===== src/design/asb_pkg.sv =====
// Package for the converter sequencer: register map, field layout, timing.
// Assumes a 25 MHz APB clock and 32-bit register words.
package asb_pkg;
   // Register byte offsets
   localparam logic [3:0] CSR_OFS = 4'h0;
   localparam logic [3:0] RES_OFS = 4'h4;
   localparam logic [3:0] STS_OFS = 4'h8;
   localparam logic [3:0] MSK_OFS = 4'hc;
   localparam int OFS_W = 4;

   // Widths
   localparam int GAIN_W = 2;
   localparam int CHAN_W = 6;
   localparam int RESULT_W = 10;
   localparam int STS_W = 2;
   localparam int MAX_GROUPS = 8;
   localparam int GRP_LSB = 2;
   localparam int GRP_W = 3;

   // Control and status word layout
   localparam int CSR_GAIN_LSB = 0;
   localparam int CSR_CHAN_LSB = 2;
   localparam int CSR_IE_BIT = 8;
   localparam int CSR_EXT_BIT = 9;
   localparam int CSR_SEL_BIT = 10;
   localparam int CSR_BUSY_BIT = 13;
   localparam int CSR_ERR_BIT = 14;
   localparam int CSR_DONE_BIT = 15;

   // Event status and mask layout
   localparam int STS_DONE_BIT = 0;
   localparam int STS_ERR_BIT = 1;

   // Reset values
   localparam logic [STS_W-1:0] STS_RST = 2'h0;
   localparam logic [STS_W-1:0] MSK_RST = 2'h0;
   localparam logic [31:0] RD_RST = 32'h0;

   // Timing
   localparam int CLK_PERIOD_NS = 40;
   localparam int CONV_TIME_NS = 22000;
   localparam int BIP_EXTRA_NS = 7000;
   localparam int CONV_CYC = CONV_TIME_NS / CLK_PERIOD_NS;
   localparam int BIP_CYC = (CONV_TIME_NS + BIP_EXTRA_NS) / CLK_PERIOD_NS;

   typedef enum logic [1:0] {
      GAIN_1V25 = 2'b00,
      GAIN_2V5 = 2'b01,
      GAIN_5V = 2'b10,
      GAIN_10V = 2'b11
   } asb_gain_t;

   typedef enum logic [0:0] {
      ST_IDLE = 1'b0,
      ST_CONV = 1'b1
   } asb_state_t;

   typedef struct packed {
      logic [CHAN_W-1:0] channel;
      asb_gain_t gain;
   } asb_cmd_t;

   typedef struct packed {
      logic ext_sel;
      logic ext_en;
      logic ie;
   } asb_mode_t;
endpackage


===== src/design/asb_conv_timer.sv =====
// Conversion interval timer for the converter sequencer.
// Assumes start is a one-cycle pulse on pclk; CYC is at least 3.
`timescale 1ns/10ps
module asb_conv_timer import asb_pkg::*; #(
   parameter int CYC = CONV_CYC
) (
   // Clock and reset
   input wire logic pclk,
   input wire logic presetn,
   // Control
   input wire logic start,
   output logic busy,
   output logic expire
);
   localparam int CNT_W = $clog2(CYC);
   localparam logic [CNT_W-1:0] LOAD = CNT_W'(CYC - 2);

   logic [CNT_W-1:0] cnt;

   // A start while running reloads the interval
   always_ff @(posedge pclk or negedge presetn) begin
      if (!presetn) begin
         cnt <= '0;
         busy <= 1'b0;
      end else if (start) begin
         cnt <= LOAD;
         busy <= 1'b1;
      end else if (busy && cnt == '0) begin
         busy <= 1'b0;
      end else if (busy) begin
         cnt <= cnt - 1'b1;
      end
   end

   always_ff @(posedge pclk or negedge presetn) begin
      if (!presetn) begin
         expire <= 1'b0;
      end else begin
         expire <= busy && cnt == '0 && !start;
      end
   end
endmodule


===== src/design/asb_seq.sv =====
// Converter sequencer: APB register file, start logic, timing, interrupt.
// Assumes an APB master on pclk and a converter whose data is stable
// on adc_data when the conversion interval ends.
// Operation
// - Control/status and result registers exist
// - One control write sets range, channel, starts
// - Result is ten bits, unipolar
// - Two-bit code picks one of four ranges
// - Six-bit channel field in control word
// - Four to thirty-two channels, groups of four
// - Conversion ends within 22 us, bipolar 29
// - Control bit picks interrupting or polled mode
// - Interrupt on finished conversion
// - Start during conversion flags error, interrupts
// - Polled mode raises no interrupt
// - External trigger may start conversions instead
// - Result register read returns finished result
`timescale 1ns/10ps
module asb_seq import asb_pkg::*; #(
   parameter int ADDR_W = 12,
   parameter int MUX_GROUPS = 1,
   parameter bit BIPOLAR = 1'b0,
   parameter int RES_W = RESULT_W
) (
   // Clock and reset
   input wire logic pclk,
   input wire logic presetn,
   // APB slave
   input wire logic psel,
   input wire logic penable,
   input wire logic pwrite,
   input wire logic [ADDR_W-1:0] paddr,
   input wire logic [31:0] pwdata,
   output logic [31:0] prdata,
   output logic pready,
   output logic pslverr,
   // Converter and multiplexer
   input wire logic [RES_W-1:0] adc_data,
   output logic adc_start,
   output asb_cmd_t adc_cmd,
   output logic [MAX_GROUPS-1:0] mux_group_en,
   // External triggers
   input wire logic ext_trig_one,
   input wire logic ext_trig_two,
   // Interrupt
   output logic irq
);
   localparam int TIMER_CYC = BIPOLAR ? BIP_CYC : CONV_CYC;

   asb_state_t state;
   asb_mode_t mode;
   logic done;
   logic err;
   logic [RES_W-1:0] result;
   logic [STS_W-1:0] sts;
   logic [STS_W-1:0] msk;
   logic [2:0] sync_one;
   logic [2:0] sync_two;
   logic lvl_one;
   logic lvl_two;
   logic ext_edge;
   logic tmr_busy;
   logic expire;
   logic setup;
   logic access;
   logic in_map;
   logic csr_wr;
   logic msk_wr;
   logic sts_rd;
   logic conv_start;
   logic overrun;
   logic [STS_W-1:0] sts_set;
   logic [STS_W-1:0] next_sts;
   logic [31:0] next_rdata;
   logic next_err;

   // Bus decode
   assign setup = psel && !penable;
   assign access = psel && penable && pready;
   assign in_map = paddr[ADDR_W-1:OFS_W] == '0 && paddr[1:0] == 2'b00;
   assign csr_wr = access && pwrite && in_map && paddr[OFS_W-1:0] == CSR_OFS;
   assign msk_wr = access && pwrite && in_map && paddr[OFS_W-1:0] == MSK_OFS;
   assign sts_rd = access && !pwrite && in_map && paddr[OFS_W-1:0] == STS_OFS;

   // External triggers: three flops, a change counts when the last two agree
   always_ff @(posedge pclk or negedge presetn) begin
      if (!presetn) begin
         sync_one <= 3'h0;
         sync_two <= 3'h0;
      end else begin
         sync_one <= {sync_one[1:0], ext_trig_one};
         sync_two <= {sync_two[1:0], ext_trig_two};
      end
   end

   always_ff @(posedge pclk or negedge presetn) begin
      if (!presetn) begin
         lvl_one <= 1'b0;
         lvl_two <= 1'b0;
      end else begin
         if (sync_one[1] == sync_one[2]) begin
            lvl_one <= sync_one[2];
         end
         if (sync_two[1] == sync_two[2]) begin
            lvl_two <= sync_two[2];
         end
      end
   end

   // Rising edge of the selected trigger input
   always_comb begin
      if (mode.ext_sel) begin
         ext_edge = sync_two[1] == sync_two[2] && sync_two[2] && !lvl_two;
      end else begin
         ext_edge = sync_one[1] == sync_one[2] && sync_one[2] && !lvl_one;
      end
   end

   // A control write starts unless it selects the external trigger
   always_comb begin
      if (csr_wr) begin
         conv_start = !pwdata[CSR_EXT_BIT];
      end else begin
         conv_start = mode.ext_en && ext_edge;
      end
   end

   assign overrun = conv_start && state == ST_CONV;

   asb_conv_timer #(
      .CYC(TIMER_CYC)
   ) u_timer (
      .pclk(pclk),
      .presetn(presetn),
      .start(conv_start),
      .busy(tmr_busy),
      .expire(expire)
   );

   // Sequencer state; reset aborts a conversion in progress
   always_ff @(posedge pclk or negedge presetn) begin
      if (!presetn) begin
         state <= ST_IDLE;
      end else begin
         case (state)
            ST_IDLE: begin
               if (conv_start) begin
                  state <= ST_CONV;
               end
            end
            ST_CONV: begin
               if (expire && !conv_start) begin
                  state <= ST_IDLE;
               end
            end
            default: begin
               state <= ST_IDLE;
            end
         endcase
      end
   end

   // Mode bits from the control word
   always_ff @(posedge pclk or negedge presetn) begin
      if (!presetn) begin
         mode <= '0;
      end else if (csr_wr) begin
         mode.ie <= pwdata[CSR_IE_BIT];
         mode.ext_en <= pwdata[CSR_EXT_BIT];
         mode.ext_sel <= pwdata[CSR_SEL_BIT];
      end
   end

   // Range and channel go to the analog side with the write
   always_ff @(posedge pclk or negedge presetn) begin
      if (!presetn) begin
         adc_cmd <= '0;
      end else if (csr_wr) begin
         adc_cmd.gain <= asb_gain_t'(pwdata[CSR_GAIN_LSB +: GAIN_W]);
         adc_cmd.channel <= pwdata[CSR_CHAN_LSB +: CHAN_W];
      end
   end

   always_ff @(posedge pclk or negedge presetn) begin
      if (!presetn) begin
         adc_start <= 1'b0;
      end else begin
         adc_start <= conv_start;
      end
   end

   // One enable per installed group; uninstalled groups never enable
   for (genvar g = 0; g < MAX_GROUPS; g++) begin : g_grp
      always_ff @(posedge pclk or negedge presetn) begin
         if (!presetn) begin
            mux_group_en[g] <= 1'b0;
         end else if (csr_wr) begin
            mux_group_en[g] <= g < MUX_GROUPS &&
               pwdata[CSR_CHAN_LSB + GRP_LSB +: GRP_W] == GRP_W'(g);
         end
      end
   end

   // Result capture and done flag
   always_ff @(posedge pclk or negedge presetn) begin
      if (!presetn) begin
         result <= '0;
      end else if (expire && !conv_start) begin
         result <= adc_data;
      end
   end

   always_ff @(posedge pclk or negedge presetn) begin
      if (!presetn) begin
         done <= 1'b0;
      end else if (conv_start) begin
         done <= 1'b0;
      end else if (expire) begin
         done <= 1'b1;
      end
   end

   // Error holds until a control write that does not itself overrun
   assign next_err = overrun || (err && !csr_wr);

   always_ff @(posedge pclk or negedge presetn) begin
      if (!presetn) begin
         err <= 1'b0;
      end else begin
         err <= next_err;
      end
   end

   // Sticky events; a set in the clearing cycle wins
   always_comb begin
      sts_set = '0;
      sts_set[STS_DONE_BIT] = expire && !conv_start;
      sts_set[STS_ERR_BIT] = overrun;
      next_sts = sts_set | (sts_rd ? '0 : sts);
   end

   always_ff @(posedge pclk or negedge presetn) begin
      if (!presetn) begin
         sts <= STS_RST;
      end else begin
         sts <= next_sts;
      end
   end

   always_ff @(posedge pclk or negedge presetn) begin
      if (!presetn) begin
         msk <= MSK_RST;
      end else if (msk_wr) begin
         msk <= pwdata[STS_W-1:0];
      end
   end

   // Polled mode keeps the line low whatever the status
   always_ff @(posedge pclk or negedge presetn) begin
      if (!presetn) begin
         irq <= 1'b0;
      end else begin
         irq <= mode.ie && |(sts & msk);
      end
   end

   // Read mux, sampled in the setup cycle
   always_comb begin
      next_rdata = '0;
      if (paddr[OFS_W-1:0] == CSR_OFS) begin
         next_rdata[CSR_GAIN_LSB +: GAIN_W] = adc_cmd.gain;
         next_rdata[CSR_CHAN_LSB +: CHAN_W] = adc_cmd.channel;
         next_rdata[CSR_IE_BIT] = mode.ie;
         next_rdata[CSR_EXT_BIT] = mode.ext_en;
         next_rdata[CSR_SEL_BIT] = mode.ext_sel;
         next_rdata[CSR_BUSY_BIT] = state == ST_CONV;
         next_rdata[CSR_ERR_BIT] = err;
         next_rdata[CSR_DONE_BIT] = done;
      end else if (paddr[OFS_W-1:0] == RES_OFS) begin
         next_rdata[RES_W-1:0] = result;
      end else if (paddr[OFS_W-1:0] == STS_OFS) begin
         next_rdata[STS_W-1:0] = sts;
      end else if (paddr[OFS_W-1:0] == MSK_OFS) begin
         next_rdata[STS_W-1:0] = msk;
      end
   end

   // Zero wait states: answer in the first access cycle
   always_ff @(posedge pclk or negedge presetn) begin
      if (!presetn) begin
         pready <= 1'b0;
         pslverr <= 1'b0;
         prdata <= RD_RST;
      end else begin
         pready <= setup;
         pslverr <= setup && !in_map;
         prdata <= (setup && !pwrite && in_map) ? next_rdata : RD_RST;
      end
   end

   // Checks
   logic [15:0] conv_age;

   always_ff @(posedge pclk or negedge presetn) begin
      if (!presetn) begin
         conv_age <= '0;
      end else if (conv_start) begin
         conv_age <= '0;
      end else if (state == ST_CONV) begin
         conv_age <= conv_age + 1'b1;
      end
   end

   AST_PREADY_ONE: assert property (@(posedge pclk) disable iff (!presetn)
      setup |=> pready ##1 !pready)
      else $error("pready not a single-cycle answer");

   AST_WRITE_STARTS: assert property (@(posedge pclk) disable iff (!presetn)
      csr_wr && !pwdata[CSR_EXT_BIT] |=> adc_start && state == ST_CONV && !done)
      else $error("control write did not start a conversion");

   AST_CMD_LATCH: assert property (@(posedge pclk) disable iff (!presetn)
      csr_wr |=> adc_cmd == $past(pwdata[CSR_GAIN_LSB +: CHAN_W + GAIN_W]))
      else $error("range or channel not taken from write");

   AST_GROUP_ONEHOT: assert property (@(posedge pclk) disable iff (!presetn)
      $onehot0(mux_group_en) && (mux_group_en >> MUX_GROUPS) == '0)
      else $error("bad multiplexer group enable");

   AST_CONV_TIME: assert property (@(posedge pclk) disable iff (!presetn)
      state == ST_CONV |-> conv_age < 16'(TIMER_CYC))
      else $error("conversion exceeded its interval");

   AST_IRQ_DONE: assert property (@(posedge pclk) disable iff (!presetn)
      expire && !conv_start && mode.ie && msk[STS_DONE_BIT] && !csr_wr
      |=> ##1 (!mode.ie || !msk[STS_DONE_BIT] || irq))
      else $error("no interrupt after conversion done");

   AST_OVERRUN: assert property (@(posedge pclk) disable iff (!presetn)
      overrun |=> err && sts[STS_ERR_BIT])
      else $error("overrun not flagged");

   AST_POLLED_QUIET: assert property (@(posedge pclk) disable iff (!presetn)
      !mode.ie |=> !irq)
      else $error("interrupt in polled mode");

   AST_EXT_ONLY: assert property (@(posedge pclk) disable iff (!presetn)
      mode.ext_en && !ext_edge && !csr_wr |=> !adc_start)
      else $error("start without trigger in external mode");

   AST_RESULT: assert property (@(posedge pclk) disable iff (!presetn)
      expire && !conv_start |=> done && result == $past(adc_data))
      else $error("result not captured at end of conversion");

   AST_DONE_CLEAR: assert property (@(posedge pclk) disable iff (!presetn)
      conv_start |=> !done ##0 $stable(result))
      else $error("done not cleared by a new start");

   COV_WRITE_DONE: cover property (@(posedge pclk) disable iff (!presetn)
      csr_wr && !pwdata[CSR_EXT_BIT] ##1 state == ST_CONV [*3] ##[1:1000] done);

   COV_OVERRUN: cover property (@(posedge pclk) disable iff (!presetn)
      overrun);

   COV_EXT_START: cover property (@(posedge pclk) disable iff (!presetn)
      mode.ext_en && ext_edge);

   COV_IRQ: cover property (@(posedge pclk) disable iff (!presetn)
      $rose(irq));
endmodule


===== config.mk =====
export PLATFORM = sky130hd
export DESIGN_NAME = asb_seq
export DESIGN_NICKNAME = d
export VERILOG_FILES = /design/src/design/asb_pkg.sv /design/src/design/asb_conv_timer.sv /design/src/design/asb_seq.sv
export SDC_FILE = /design/constraint.sdc
export NUM_CORES = 1
export LEC_CHECK = 0
export ABC_AREA = 1
export BUFFER_PORTS_ARGS = -buffer_cell sky130_fd_sc_hd__buf_4
export CORE_MARGIN = 4
export CORE_UTILIZATION = 25
export DETAILED_ROUTE_END_ITERATION = 6
export RECOVER_POWER = 25
export SETUP_SLACK_MARGIN = 0.1
export SLEW_MARGIN = 10
export SYNTH_ARGS = -nofsm -noshare
export SYNTH_HDL_FRONTEND = slang
export SYNTH_SLANG_ARGS = --single-unit

===== constraint.sdc =====
create_clock -name pclk -period 2.1 [get_ports pclk]
set_input_delay 0.21 -clock pclk [delete_from_list [all_inputs] [get_ports pclk]]
set_output_delay 0.21 -clock pclk [all_outputs]
set_load 0.02 [all_outputs]

# Yosys cells after proc, flatten, opt, wreduce, memory -nomap -nowiden
# Cells that the tools add are included.
[totals]
wordCells = 99
mem_bits_rw = 0
latch_bits = 0
input_bits = 61
n_memories = 0
rom_bits = 0
regBits = 69
[classes]
shift = 0
bitwise = 3
muxes = 21
n_addsub = 1
n_mul = 0
eq_ne = 6
div = 0
order_cmp = 0
reduce_logical = 44
[op_table]
columns = ["operator", "count"]
rows = [
  ["$mux W10", 4],
  ["$logic_and A1 B1 Y1", 25],
  ["$mux W16", 1],
  ["$logic_not A10 Y1", 1],
  ["$sub A10 B1 Y10 const B", 1],
  ["$mux W1", 9],
  ["$eq A4 B4 Y1 const B", 2],
  ["$logic_not A1 Y1", 8],
  ["$logic_not A8 Y1", 1],
  ["$mux W2", 4],
  ["$mux W8", 1],
  ["$reduce_bool A2 Y1", 3],
  ["$eq A4 B3 Y1 const B", 1],
  ["$logic_not A4 Y1", 1],
  ["$logic_not A3 Y1", 1],
  ["$mux W3", 1],
  ["$and A2 B2 Y2", 1],
  ["$eq A1 B1 Y1", 2],
  ["$logic_not A2 Y1", 1],
  ["$ne A2 B2 Y1 const B", 1],
  ["$or A2 B2 Y2", 1],
  ["$pmux W1 S2", 1],
  ["$reduce_and A2 Y1", 1],
  ["$reduce_or A2 Y1", 1],
  ["other kinds (2)", 2],
]

# Depth between registers and ports, before layout
[logic_depth]
ltp_word = 10
depth_mapped = 10
depth_no_buf = 10

# Hierarchy
# From an unflattened synthesis, not the netlist that was laid out.
[hier_totals]
hier_cells = 378
hier_area_um2 = 3255.6
[modules_own_cells]
columns = ["mod", "cells_each", "n_inst", "area_per_inst_um2"]
rows = [
  ["asb_seq", 279, 1, 2524.9],
  ["asb_conv_timer", 99, 1, 730.7],
]

# Worst setup path after synthesis
# No wires, ideal clock.
[synth_path]
path_kind = "reg2reg"
start = "reg pready"
end = "reg result[2]"
arrival_ns = 1.320
synth_period_minus_slack_ns = 1.437
setup_time_ns = 0.117
slack_ns = 0.663
path_stages_with_launch = 9
path_cell_list = "dfrtp_1 > nand3_1 > nor2_2 > nand4_4 > nand2_2 > nand3_2 > buf_6 > nand2_1 > nand2_1"
[synth_between]
elab_chain_cells = 7
[synth_rtl]
columns = ["item", "line", "rtl"]
rows = [
  ["from (decl)", "asb_seq.sv:35", "output logic pready,"],
  ["from (signal assigned)", "asb_seq.sv:295", "pready <= setup;"],
  ["$logic_and A1 B1 Y1", "asb_seq.sv:79", "assign access = psel && penable && pready;"],
  ["$logic_and A1 B1 Y1 (3 in a row)", "asb_seq.sv:81", "assign csr_wr = access && pwrite && in_map && paddr[OFS_W-1:0] == CSR_OFS;"],
  ["$mux W1", "asb_seq.sv:121", "if (csr_wr) begin"],
  ["$logic_not A1 Y1", "asb_seq.sv:208", "end else if (expire && !conv_start) begin"],
  ["$logic_and A1 B1 Y1", "asb_seq.sv:208", ""],
  ["to (signal assigned)", "asb_seq.sv:209", "result <= adc_data;"],
  ["to (decl)", "asb_seq.sv:54", "logic [RES_W-1:0] result;"],
]
# No other way between the ends.
# A chain may end at the register's enable or synchronous reset.

# Final worst setup path
[layout_path]
start = "reg u_timer.cnt[0]"
end = "reg u_timer.cnt[9]"
[layout_between]
elab_chain_cells = 4
elab_cells_between_ends = 8
cone_classes = "1 x add/sub; 1 x eq/ne; 3 x mux; 3 x reduce/logical"
[layout_rtl]
columns = ["item", "line", "rtl"]
rows = [
  ["from (decl)", "asb_conv_timer.sv:18", "logic [CNT_W-1:0] cnt;"],
  ["from (signal assigned)", "asb_conv_timer.sv:31", "cnt <= cnt - 1'b1;"],
  ["$sub A10 B1 Y10 / $logic_not A10 Y1 (equally long branches)", "asb_conv_timer.sv:31, asb_conv_timer.sv:28", ""],
  ["$mux W10 / $logic_and A1 B1 Y1 (equally long branches)", "asb_conv_timer.sv:30, asb_conv_timer.sv:28", ""],
  ["$mux W10 / $ne A2 B2 Y1 (equally long branches)", "--", ""],
  ["$mux W10 / $reduce_and A2 Y1 (equally long branches)", "--", ""],
]
# Parallel ways exist; a longest one is shown, timed or not. The select of a mux whose other input is x is not followed.

==> impl_metrics.toml <==
[global_route]
grt_antenna_before_repair = 0
grt_max_degree = 68
global_route.overflow_total = 0
groute.usage.overall = 0.101
first_global_vias = 2485
grt_first_pass_wirelength_um = 11700

[timing]
finalSetupViolCount = 0
totalNegativeSetupSlack_ns = 0
layout_setup_ws_ns = 0.428
relSlewSlack = -0.112
maxClockFrequency_ghz = 0.598
finalWorstPathRequiredPeriod_ns = 1.67
hold_viol_final = 0
rsz0062_at_grt = "no"
final.period_utilization = 0.796
worst_clock_skew_ns = 0.00484
worstMarginPinSlew_ns = 1.67
timing_max_transition_violations_final = 68

[finish]
final_net_count = 498
layout.cells.most_common = "sky130_fd_sc_hd__nand2_1"
most_used_cells_in_the_layout_excluding_fill_and_tap_cells = "88 x sky130_fd_sc_hd__nand2_1, 67 x sky130_fd_sc_hd__dfrtp_1, 67 x sky130_fd_sc_hd__buf_4, 36 x sky130_fd_sc_hd__inv_1, 33 x sky130_fd_sc_hd__nor2_1"
ff_latch_area_mm2 = 0.00168
fillCellCount = 1237
areaGrowthSynthToFinish_pct = 28.7
finish.instance_area_mm2 = 0.00405
drive_above_1_share = 0.217
insertedDiodeCount = 0
multi_input_comb_area_mm2 = 0.00115

[clock_network]
clock_tree_from_tritoncts = "built"
number_of_cts_inserted_buffers = 9
clock_pin_slew_on_the_worst_setup_and_hold_paths_ns = 0.05
cts_max_level = 3
clkLatencyLatePin_ns = 0.32
cts.sinks = 67
ctsRootBufferMaster = "sky130_fd_sc_hd__clkbuf_16"
cts.path.max_buffers = 2
postCtsResizedCells = 0

[worst_hold_path]
timing.hold.worst.class = "in -> reg"

[run]
timing.max_cap.violations = 1

[worst_setup_path]
cp-startpoint = "u_timer.cnt[0]"
crit-reg2reg-capture = "u_timer.cnt[9]"
cp_max_fo = 7
path_depth = 9
cp_slowest_cell = "sky130_fd_sc_hd__dfrtp_1"
cp-endpoint = "u_timer.cnt[9]"
critPathBufInv = 2
slowest_delay_ns = 0.39
worstPathCellList = "inv_1 > ha_1 > nand2_1 > nor2_1 > nand2_1 > nand2_2 > inv_1 > nand3b_1 > nand3_1"
critPathTopFamily = "simple AND/OR/NAND/NOR gates"
critPathKind = "reg -> reg"
crit_path_end_kind = "register"
timing.critical_path.required_ns = 2.29
worst_r2r_path_depth = 9
origin_of_the_critical_flop_to_flop_path = "u_timer.cnt[0]"
startpoint_type = "register"
r2r_slack_ns = 0.43
critPathArrivalTime_ns = 1.86

[synth]
syn_inst = 361
syn-mean-instance-area_um2 = 8.71
synthesis.yosys.warnings = 0
syn_area_mm2 = 0.00314
yosys_register_bits = 67
ys_seq_area_frac = 0.533
yosys.cell_types.count = 31

[route]
antenna_violating_nets_post_route = 0
detail_route.wirelength_um = 7260
drc = 0
drt_first_pass_iters = 5
drt-wirelength-per-cell_um = 12.0
dr_total_vias = 2517
1st_iter_drt_viols = 179
viasPerCell = 4.16

[pwr]
power.static_leakage_uw = 0.00206
ir_drop_mv = 0.383
design_power_total_uw = 3160
power_density_mw_per_mm2 = 780

[placement]
place_area_mm2 = 0.00371
dpl_worst_slack_ns = 0.328
routabilityCongestion = 0.819
io_buffers = 66
dpl.hpwl_um = 5570

[die]
height_of_the_chip_um = 120
initial_utilization = 0.258
i_o_pin_count = 113
core_area_mm2 = 0.0122
std_cell_rows = 40
die_area_mm2 = 0.0144
chipWidth_um = 120

[status]
run_status = "finished, violations left"
violations = "max-capacitance violations, max-slew violations"
-- synth_stat cells --
library cell	instances	area [µm²]
sky130_fd_sc_hd__xor2_1	3	26.3
sky130_fd_sc_hd__inv_1	36	135
sky130_fd_sc_hd__ha_1	3	37.5
sky130_fd_sc_hd__nand3b_1	2	15.0
sky130_fd_sc_hd__dfrtp_1	67	1680
sky130_fd_sc_hd__o211ai_1	1	7.51
sky130_fd_sc_hd__nand4_4	1	21.3
sky130_fd_sc_hd__o21ai_2	1	8.76
sky130_fd_sc_hd__inv_4	1	6.26
sky130_fd_sc_hd__buf_2	5	25.0
sky130_fd_sc_hd__buf_4	25	188
sky130_fd_sc_hd__nand2_1	88	330
sky130_fd_sc_hd__conb_1	1	3.75
sky130_fd_sc_hd__nand4_1	12	75.1
sky130_fd_sc_hd__or2_1	1	6.26
sky130_fd_sc_hd__a211oi_1	2	15.0
sky130_fd_sc_hd__or3_1	1	6.26
sky130_fd_sc_hd__clkinv_1	1	3.75
sky130_fd_sc_hd__nor2_4	1	11.3
sky130_fd_sc_hd__nor2_2	2	12.5
sky130_fd_sc_hd__nand3_2	1	10.0
sky130_fd_sc_hd__nor2_1	33	124
sky130_fd_sc_hd__clkbuf_1	1	3.75
sky130_fd_sc_hd__nand3_1	27	135
sky130_fd_sc_hd__a21oi_1	13	65.1
sky130_fd_sc_hd__o21ai_1	1	5.00
sky130_fd_sc_hd__nand2_2	5	31.3
sky130_fd_sc_hd__o21bai_1	1	7.51
sky130_fd_sc_hd__nor3_1	7	35.0
sky130_fd_sc_hd__o21ai_0	14	70.1
sky130_fd_sc_hd__buf_6	4	45.0
-- what timing repair did --
action | in CTS | in global routing
hold buffers | 2 | 0
hold endpoints to repair | 2 | 0
setup buffers | 0 | 0
-- flip-flops by register name (all words and copies together), names as in the netlist, 2 cells and up --
register and cells:
prdata 14, result 10, u_timer.cnt 10, adc_cmd 8, mode 3, sync_one 3, sync_two 3, msk 2
sts 2
-- logic make-up after synthesis --
family	count (synthesis)	share of synthesized area
AND/OR/NAND/NOR	181	0.259
buffers and inverters	73	0.129
flip-flops	67	0.533
AO/OA/AOI/OAI	33	0.0569
XOR/XNOR	3	0.00836
adder cells (fa/ha/maj)	3	0.0119
other	1	0.00119
-- where the power goes --
part | internal, µW | switching [µW]
registers | 1330 | 21.8
clock network | 1090 | 500
logic | 79.4 | 138
total | 2500 | 660
-- routing by layer --
metal / global-route usage / share of wire
met5: 0 / 0
met4: 0.0494 / 0.020
met3: 0.0283 / 0.069
met2: 0.168 / 0.49
met1: 0.120 / 0.42
-- metrics by stage --
step | std cells | util | hold slack [ns]
floorplan | 385 | - | -0.0856
global placement | 589 | 0.305 | 0.321
detailed placement | 589 | 0.305 | 0.320
CTS | 605 | 0.333 | 0.0311
global route | 605 | 0.333 | 0.0789
finish | 605 | 0.333 | 0.0829
-- final cells by class --
cell class / instances / area share
clock buffer: 12 / 0.0634
tap: 168 / 0.0520
multi-input combinational: 245 / 0.284
clock inverter: 2 / 0.0148
timing repair buffer: 73 / 0.135
sequential: 67 / 0.414
inverter: 38 / 0.0359
-- tightest hold or removal path, cell delays in order --
cell and delay [ns]:
sky130_fd_sc_hd__buf_4 0.07, sky130_fd_sc_hd__nand2_1 0.04, sky130_fd_sc_hd__nand2_1 0.04
-- worst min path at each step --
stage                  from     endpoint  cells past startpoint
4_1_cts             presetn   adc_cmd[5]                      1
5_1_grt           pwdata[2]   adc_cmd[2]                      3
3_5_place_dp   ext_trig_two  sync_two[0]                      1
6_report          pwdata[2]   adc_cmd[2]                      3
3_3_place_gp   ext_trig_two  sync_two[0]                      1
2_1_floorplan       presetn   adc_cmd[0]                      0
No activity file was read; power rests on OpenSTA's default activity.
